`config.mk`:
```
export PLATFORM = sky130hd
export DESIGN_NAME = host_port_pin_mux
export DESIGN_NICKNAME = d
export VERILOG_FILES = /design/src/hw/gpio_pin_bank.v /design/src/hw/host_port_pin_mux.v /design/src/hw/host_strobe_decode.v
export VERILOG_INCLUDE_DIRS = /design/src /design/src/hw
export SDC_FILE = /design/constraint.sdc
export NUM_CORES = 1
export LEC_CHECK = 0
export BUFFER_PORTS_ARGS = -buffer_cell sky130_fd_sc_hd__buf_2
export CAP_MARGIN = 20
export CORE_MARGIN = 8
export CORE_UTILIZATION = 52
export DETAILED_ROUTE_END_ITERATION = 6
export GPL_ROUTABILITY_DRIVEN = 0
export HOLD_SLACK_MARGIN = 0.15
export PLACE_DENSITY = 0.76
export SLEW_MARGIN = 25
export SYNTH_ARGS = -nofsm -noshare
export SYNTH_HDL_FRONTEND = slang
export SYNTH_SLANG_ARGS = --single-unit
export TNS_END_PERCENT = 50
```
`constraint.sdc`:
```
create_clock -name REF_CLK -period 5.6 [get_ports REF_CLK]
set_input_delay 0.84 -clock REF_CLK [delete_from_list [all_inputs] [get_ports REF_CLK]]
set_output_delay 0.84 -clock REF_CLK [all_outputs]
set_load 0.05 [all_outputs]
```
`src/hw/host_port_pin_mux_map.vh`:
```
// Register offsets, field positions and reset values of the host port pin multiplexer.
// Assumes a 32-bit APB with byte addresses; every register takes one aligned word.
`ifndef HOST_PORT_PIN_MUX_MAP_VH
`define HOST_PORT_PIN_MUX_MAP_VH

`define HPM_PINS         15
`define HPM_ADDR_W       8

`define HPM_OFF_CTRL     8'h00
`define HPM_OFF_DIR      8'h04
`define HPM_OFF_EN       8'h08
`define HPM_OFF_OUT      8'h0C
`define HPM_OFF_IN       8'h10
`define HPM_OFF_STAT     8'h14
`define HPM_OFF_RDATA    8'h18
`define HPM_OFF_WDATA    8'h1C

`define HPM_CTRL_W       10
`define HPM_CTRL_HOST    0
`define HPM_CTRL_MUX     1
`define HPM_CTRL_DBL     2
`define HPM_CTRL_ALE_POL 3
`define HPM_CTRL_RD_POL  4
`define HPM_CTRL_DS_POL  5
`define HPM_CTRL_CS_POL  6
`define HPM_CTRL_REQ_POL 7
`define HPM_CTRL_REQ_OD  8
`define HPM_CTRL_REQ     9
`define HPM_CTRL_RST     10'h000

`define HPM_STAT_ADDR_LO 0
`define HPM_STAT_ADDR_HI 10
`define HPM_STAT_ALE     11
`define HPM_STAT_RD      12
`define HPM_STAT_WR      13
`define HPM_STAT_SEL     14
`define HPM_STAT_WFLAG   15

`define HPM_PIN_DATA_LO  0
`define HPM_PIN_DATA_HI  7
`define HPM_PIN_A0       8
`define HPM_PIN_A1       9
`define HPM_PIN_A2       10
`define HPM_PIN_RW       11
`define HPM_PIN_DS       12
`define HPM_PIN_CS       13
`define HPM_PIN_REQ      14

`endif

```
`src/hw/gpio_pin_bank.v`:
```
// General-purpose view of the port pins: per pin connected or not, and input or output.
// Assumes sampled pin levels; the top registers the outputs before they leave the block.
`timescale 1ns/10ps
`include "host_port_pin_mux_map.vh"

module gpio_pin_bank (
  input  wire [`HPM_PINS-1:0] en,
  input  wire [`HPM_PINS-1:0] dir,
  input  wire [`HPM_PINS-1:0] out,
  input  wire [`HPM_PINS-1:0] pins,
  output reg  [`HPM_PINS-1:0] oe,
  output reg  [`HPM_PINS-1:0] o,
  output reg  [`HPM_PINS-1:0] seen
);

  integer i;

  always @* begin
    oe   = {`HPM_PINS{1'b0}};
    o    = {`HPM_PINS{1'b0}};
    seen = {`HPM_PINS{1'b0}};
    for (i = 0; i < `HPM_PINS; i = i + 1) begin
      // A disconnected pin neither drives nor shows its level.
      if (en[i]) begin
        oe[i]   = dir[i];
        o[i]    = dir[i] & out[i];
        seen[i] = dir[i] ? out[i] : pins[i];
      end
    end
  end

endmodule

```
`src/hw/host_port_pin_mux.v`:
```
// Top of the host port pin multiplexer with its APB register file.
// Assumes pin inputs synchronous to REF_CLK and an outside resolver for the pin enables.
`timescale 1ns/10ps
`include "host_port_pin_mux_map.vh"

module host_port_pin_mux (
  input  wire                   REF_CLK,
  input  wire                   RSTN,
  input  wire                   PSEL,
  input  wire                   PENABLE,
  input  wire                   PWRITE,
  input  wire [`HPM_ADDR_W-1:0] PADDR,
  input  wire [31:0]            PWDATA,
  output wire [31:0]            PRDATA,
  output wire                   PREADY,
  output wire                   PSLVERR,
  input  wire [`HPM_PINS-1:0]   PIN_I,
  output wire [`HPM_PINS-1:0]   PIN_O,
  output wire [`HPM_PINS-1:0]   PIN_OE
);

  reg  [`HPM_CTRL_W-1:0] ctrl_r;
  reg  [`HPM_PINS-1:0]   dir_r;
  reg  [`HPM_PINS-1:0]   en_r;
  reg  [`HPM_PINS-1:0]   out_r;
  reg  [7:0]             rdata_r;
  reg  [7:0]             wdata_r;
  reg                    wflag_r;
  reg  [10:0]            addr_r;
  reg                    wr_prev_r;
  reg  [`HPM_PINS-1:0]   pin_q_r;
  reg  [31:0]            prdata_r;
  reg                    pready_r;
  reg                    pslverr_r;
  reg  [`HPM_PINS-1:0]   pin_o_r;
  reg  [`HPM_PINS-1:0]   pin_oe_r;

  reg  [31:0]            prdata_nxt;
  reg                    pslverr_nxt;
  reg  [`HPM_PINS-1:0]   pin_o_nxt;
  reg  [`HPM_PINS-1:0]   pin_oe_nxt;
  reg                    req_level;

  wire                   host_fn;
  wire                   rd_act;
  wire                   wr_act;
  wire                   sel_act;
  wire                   ale_act;
  wire [10:0]            addr_live;
  wire [`HPM_PINS-1:0]   gp_oe;
  wire [`HPM_PINS-1:0]   gp_o;
  wire [`HPM_PINS-1:0]   gp_seen;
  wire                   access;
  wire                   commit;
  wire                   do_write;
  wire                   wflag_clr;
  wire                   wflag_set;
  wire [15:0]            stat;

  assign host_fn = ctrl_r[`HPM_CTRL_HOST];

  host_strobe_decode u_decode (
    .pins      (pin_q_r),
    .mux_mode  (ctrl_r[`HPM_CTRL_MUX]),
    .dbl_mode  (ctrl_r[`HPM_CTRL_DBL]),
    .ale_pol   (ctrl_r[`HPM_CTRL_ALE_POL]),
    .rd_pol    (ctrl_r[`HPM_CTRL_RD_POL]),
    .ds_pol    (ctrl_r[`HPM_CTRL_DS_POL]),
    .cs_pol    (ctrl_r[`HPM_CTRL_CS_POL]),
    .rd_act    (rd_act),
    .wr_act    (wr_act),
    .sel_act   (sel_act),
    .ale_act   (ale_act),
    .addr_live (addr_live)
  );

  gpio_pin_bank u_gpio (
    .en   (en_r),
    .dir  (dir_r),
    .out  (out_r),
    .pins (pin_q_r),
    .oe   (gp_oe),
    .o    (gp_o),
    .seen (gp_seen)
  );

  // APB access phase takes one wait state; the write commits with PREADY high.
  assign access   = PSEL & PENABLE & ~pready_r;
  assign commit   = PSEL & PENABLE & pready_r;
  assign do_write = commit & PWRITE & ~pslverr_r;

  assign wflag_clr = do_write & (PADDR == `HPM_OFF_STAT) & PWDATA[`HPM_STAT_WFLAG];
  assign wflag_set = host_fn & wr_prev_r & ~wr_act;

  assign stat = {wflag_r, sel_act & host_fn, wr_act & host_fn, rd_act & host_fn,
                 ale_act & host_fn, addr_r};

  // Read data and error answer are formed in the first access cycle.
  always @* begin
    prdata_nxt  = 32'h0000_0000;
    pslverr_nxt = 1'b0;
    if (PADDR == `HPM_OFF_CTRL) begin
      prdata_nxt = {22'h00_0000, ctrl_r};
    end else if (PADDR == `HPM_OFF_DIR) begin
      prdata_nxt = {17'h0_0000, dir_r};
    end else if (PADDR == `HPM_OFF_EN) begin
      prdata_nxt = {17'h0_0000, en_r};
    end else if (PADDR == `HPM_OFF_OUT) begin
      prdata_nxt = {17'h0_0000, out_r};
    end else if (PADDR == `HPM_OFF_IN) begin
      prdata_nxt = {17'h0_0000, host_fn ? {`HPM_PINS{1'b0}} : gp_seen};
    end else if (PADDR == `HPM_OFF_STAT) begin
      prdata_nxt = {16'h0000, stat};
    end else if (PADDR == `HPM_OFF_RDATA) begin
      prdata_nxt = {24'h00_0000, rdata_r};
    end else if (PADDR == `HPM_OFF_WDATA) begin
      prdata_nxt = {24'h00_0000, wdata_r};
    end else begin
      pslverr_nxt = 1'b1;
    end
    if (PWRITE) begin
      prdata_nxt = 32'h0000_0000;
    end
  end

  // Host request level: asserted means low unless the polarity bit is set.
  always @* begin
    req_level = ctrl_r[`HPM_CTRL_REQ] ^ ~ctrl_r[`HPM_CTRL_REQ_POL];
  end

  // Pin drive plan for the next cycle.
  always @* begin
    pin_o_nxt  = {`HPM_PINS{1'b0}};
    pin_oe_nxt = {`HPM_PINS{1'b0}};
    if (host_fn) begin
      if (rd_act) begin
        pin_oe_nxt[`HPM_PIN_DATA_HI:`HPM_PIN_DATA_LO] = 8'hFF;
        pin_o_nxt[`HPM_PIN_DATA_HI:`HPM_PIN_DATA_LO]  = rdata_r;
      end
      pin_o_nxt[`HPM_PIN_REQ] = req_level;
      if (ctrl_r[`HPM_CTRL_REQ_OD]) begin
        pin_oe_nxt[`HPM_PIN_REQ] = ~req_level;
        pin_o_nxt[`HPM_PIN_REQ]  = 1'b0;
      end else begin
        pin_oe_nxt[`HPM_PIN_REQ] = 1'b1;
      end
    end else begin
      pin_oe_nxt = gp_oe;
      pin_o_nxt  = gp_o;
    end
  end

  // Register file and APB answer.
  always @(posedge REF_CLK or negedge RSTN) begin
    if (!RSTN) begin
      ctrl_r    <= `HPM_CTRL_RST;
      dir_r     <= {`HPM_PINS{1'b0}};
      en_r      <= {`HPM_PINS{1'b0}};
      out_r     <= {`HPM_PINS{1'b0}};
      rdata_r   <= 8'h00;
      prdata_r  <= 32'h0000_0000;
      pready_r  <= 1'b0;
      pslverr_r <= 1'b0;
    end else begin
      pready_r <= access;
      if (access) begin
        prdata_r  <= prdata_nxt;
        pslverr_r <= pslverr_nxt;
      end else if (commit) begin
        prdata_r  <= 32'h0000_0000;
        pslverr_r <= 1'b0;
      end
      if (do_write) begin
        if (PADDR == `HPM_OFF_CTRL) begin
          ctrl_r <= PWDATA[`HPM_CTRL_W-1:0];
        end else if (PADDR == `HPM_OFF_DIR) begin
          dir_r <= PWDATA[`HPM_PINS-1:0];
        end else if (PADDR == `HPM_OFF_EN) begin
          en_r <= PWDATA[`HPM_PINS-1:0];
        end else if (PADDR == `HPM_OFF_OUT) begin
          out_r <= PWDATA[`HPM_PINS-1:0];
        end else if (PADDR == `HPM_OFF_RDATA) begin
          rdata_r <= PWDATA[7:0];
        end
      end
    end
  end

  // Host side capture: address latch, write data and the sticky write flag.
  always @(posedge REF_CLK or negedge RSTN) begin
    if (!RSTN) begin
      pin_q_r   <= {`HPM_PINS{1'b0}};
      addr_r    <= 11'h000;
      wdata_r   <= 8'h00;
      wflag_r   <= 1'b0;
      wr_prev_r <= 1'b0;
      pin_o_r   <= {`HPM_PINS{1'b0}};
      pin_oe_r  <= {`HPM_PINS{1'b0}};
    end else begin
      pin_q_r   <= PIN_I;
      pin_o_r   <= pin_o_nxt;
      pin_oe_r  <= pin_oe_nxt;
      wr_prev_r <= host_fn & wr_act;
      if (host_fn) begin
        if (ctrl_r[`HPM_CTRL_MUX]) begin
          if (ale_act) begin
            addr_r <= addr_live;
          end else begin
            addr_r[10:8] <= addr_live[10:8];
          end
        end else begin
          addr_r <= addr_live;
        end
        if (wr_act) begin
          wdata_r <= pin_q_r[`HPM_PIN_DATA_HI:`HPM_PIN_DATA_LO];
        end
      end
      if (wflag_set) begin
        wflag_r <= 1'b1;
      end else if (wflag_clr) begin
        wflag_r <= 1'b0;
      end
    end
  end

  assign PRDATA  = prdata_r;
  assign PREADY  = pready_r;
  assign PSLVERR = pslverr_r;
  assign PIN_O   = pin_o_r;
  assign PIN_OE  = pin_oe_r;

endmodule

```
`src/hw/host_strobe_decode.v`:
```
// Decodes the sampled host port pins into address, strobe and select levels.
// Assumes sampled pin levels and the control bits from the register file.
`timescale 1ns/10ps
`include "host_port_pin_mux_map.vh"

module host_strobe_decode (
  input  wire [`HPM_PINS-1:0] pins,
  input  wire                 mux_mode,
  input  wire                 dbl_mode,
  input  wire                 ale_pol,
  input  wire                 rd_pol,
  input  wire                 ds_pol,
  input  wire                 cs_pol,
  output reg                  rd_act,
  output reg                  wr_act,
  output reg                  sel_act,
  output reg                  ale_act,
  output reg  [10:0]          addr_live
);

  // A pin counts as asserted when its level matches the polarity bit (1 means active high).
  function active;
    input level;
    input pol;
    begin
      active = pol ? level : ~level;
    end
  endfunction

  reg strobe;

  always @* begin
    strobe  = 1'b0;
    rd_act  = 1'b0;
    wr_act  = 1'b0;
    sel_act = 1'b1;
    ale_act = 1'b0;
    addr_live = 11'h000;
    if (mux_mode) begin
      ale_act   = active(pins[`HPM_PIN_A0], ale_pol);
      addr_live = {pins[`HPM_PIN_CS], pins[`HPM_PIN_A2], pins[`HPM_PIN_A1],
                   pins[`HPM_PIN_DATA_HI:`HPM_PIN_DATA_LO]};
    end else begin
      sel_act   = active(pins[`HPM_PIN_CS], cs_pol);
      addr_live = {8'h00, pins[`HPM_PIN_A2], pins[`HPM_PIN_A1], pins[`HPM_PIN_A0]};
    end
    if (dbl_mode) begin
      rd_act = sel_act & active(pins[`HPM_PIN_RW], rd_pol);
      wr_act = sel_act & active(pins[`HPM_PIN_DS], ds_pol);
    end else begin
      strobe = sel_act & active(pins[`HPM_PIN_DS], ds_pol);
      rd_act = strobe & pins[`HPM_PIN_RW];
      wr_act = strobe & ~pins[`HPM_PIN_RW];
    end
  end

endmodule
```
==> metrics.cfg <==
[drt]
vias=5083
wl_per_cell_um=20.9
drtAntennaViolNets=0
drtIter0Drc=505
routed_wl_mm=17.7
drt_pass1_iterations=5
drc_errors=0
viasPerCell=5.99

[hold_path]
min_path_type=reg -> reg
min_path_cells=2
hold_start=PRDATA[14]$_DFFE_PN0P_

[synth]
synth_top_cell_area_share_pct=54.0
synth_top_cells_by_area=dfrtp_1 54%, mux2_2 14%, o21ai_0 2.7%
synthDistinctLibCells=49
ys_warn_count=0
synth-async-reset-ratio_pct=100
netlist_instances=577
syn_area_per_cell_um2=11.8
syn_area_um2=6810
synth_top_cells_by_count=147 x dfrtp_1, 85 x mux2_2, 39 x nand2_1
yosysSeqAreaShare_pct=54.0
synth_top_area_cell=dfrtp_1
synth-main-ff-cell=dfrtp_1
synth_edf_count=0
synth_most_common_cell=dfrtp_1
synth_seq_cells=147

[setup_path]
crit_type=in -> reg
cp-start-kind=primary input
cp-end-kind=register
critPathArrivalTime_ps=3500
worstPathRequired_ps=5910
r2r-start=ctrl_r[0]$_DFFE_PN0P_
reg2regPathDepth=5
path_max_fanout=21
critPathLaunch=PSEL

[timing]
finalHoldViolCount=0
fin_tns_setup_ps=0
fin_skew_ps=6.53
finalCritPeriodShare_pct=57.1
drv_slew=0
period_minus_slack_ps=3200
setup_viol_count_final=0
fmax_ghz=0.313
timing.final.ws_setup_ps=2400
grt_setup_unrepaired=false
max-slew-margin-rel_pct=22.5
tightest_slew_ps=1150

[cts]
ctsHtreeMaxLevel=4
cts_hold_buf=0
clk_pin_slew_ps=60
ctsResizeCount=0
cts_root_buf=clkbuf_16
clock_sinks=147
clock_latency_ps=430
tritoncts=done
cts_setup_buffers=0
numCtsBuffers=17
cts_max_path_buffers=2

[run]
drv_cap=0

[floorplan]
die_h_um=130
die_area_um2=17000
initial_utilization_pct=52.2
core-area_um2=13000
die_w_um=130
row_count=42
io_pins=124

[place]
hpwl_mm=11.5
portBuffers=91
pre_cts_slack_ps=2110

[final_layout]
fillers=1036
final_util_pct=61.7
nets=720
drive_gt1_share_pct=34.3
area_growth_pct=18.0
n_antenna_cell=0
multi_input_area_um2=2910
regArea_um2=3680

[grt]
antenna_found_initial=0
grt_pass1_vias=5056
grt_usage_pct=21.7
grt_pass1_wl_mm=27.8
grt_max_degree=92
grt_remaining_overflow=0

[pwr]
p_per_area_nw_per_um2=314
power_leakage_nw=4.01
vdd_drop_max_mv=0.222
finalPower_mw=2.52

[run_status]
status=completed

## cell usage in the layout, fill, tap and decap left out, types with 3 or more instances in the layout
cell type  instances
nand3_1            7
o21ai_0           36
inv_1             10
and2_1             6
clkbuf_8           4
a31o_2             8
nand2_1           39
a22o_1            17
nor2_4             3
clkbuf_16         17
nor2_1            21
xnor2_1            5
dfrtp_1          147
o22ai_1           17
a21o_1            10
and3_1             4
conb_1            16
nand2b_1           4
a211oi_1           4
buf_4              5
mux2i_1           12
nor3_1             5
a32oi_1           12
a32o_1            11
bufinv_16          6
mux2_2            85
nor2b_1           19
a21oi_1           13
and3b_1            3
nand3b_1           3
buf_2             90
## through the flow
step           hold slack (ps)  instance area (µm²)  std cells
2_1_floorplan              463                 6870        592
3_3_place_gp               473                 7340        817
3_5_place_dp               471                 7340        817
4_1_cts                    484                 8030        849
5_1_grt                    496                 8040        849
6_report                   474                 8040        849
## path summary, 6_finish.rpt
kind | slack (ps) | to
worst min register to register | 470 | PRDATA[14]$_DFFE_PN0P_
worst min-delay path | 470 | PRDATA[14]$_DFFE_PN0P_
worst max-delay path | 2400 | dir_r[2]$_DFFE_PN0P_
max in group asynchronous | 3910 | ctrl_r[3]$_DFFE_PN0P_
min in group asynchronous | 480 | PREADY$_DFF_PN0_
worst max register to register | 2970 | PIN_O[4]$_DFF_PN0_
## logic make-up after synthesis
group / share of synthesized area [%]
compound gates: 14.3
xor+xnor: 0.772
buf+inv: 4.24
flops: 54.0
mux: 15.8
other cells: 0.0551
simple gates: 10.8
## metal layers
layer	up-vias	wire length, µm	global-route usage, %
met5	-	0	0
met4	0	321	8.71
met2	263	8230	33.3
met1	2538	7550	28.9
met3	26	1640	5.68
li1	2256	-	-
## sequential cells by signal, indices dropped and copies added, names as in the netlist
register	flops
PSLVERR	1
en_r	15
addr_r	11
rdata_r	8
pin_q_r	15
PREADY	1
PIN_OE	15
wdata_r	8
wflag_r	1
PRDATA	16
out_r	15
ctrl_r	10
wr_prev_r	1
PIN_O	15
dir_r	15
## report_power, final
| group | leakage [nW] | total, mW | switching (mW) | internal, mW |
|---|---|---|---|---|
| Sequential | 2.02 | 1.08 | 0.0117 | 1.07 |
| Clock | 0.333 | 1.30 | 0.421 | 0.881 |
| Combinational | 1.66 | 0.137 | 0.103 | 0.0338 |
| Total | 4.01 | 2.52 | 0.536 | 1.99 |
## layout make-up
| class | instances | area share, % |
|---|---|---|
| clock inverters | 9 | 2.46 |
| repair buffers | 96 | 6.21 |
| well taps | 176 | 2.74 |
| clock buffers | 23 | 6.07 |
| multi-input cells | 388 | 36.3 |
| inverters | 10 | 0.467 |
| flip-flops and latches | 147 | 45.8 |
## worst max-delay path, cell delays in order
cell	delay, ps
buf_2	80
nand2_1	510
nor3_1	820
nand2_4	190
nor2_4	650
mux2_2	410
No activity file was read; power rests on OpenSTA's default activity.
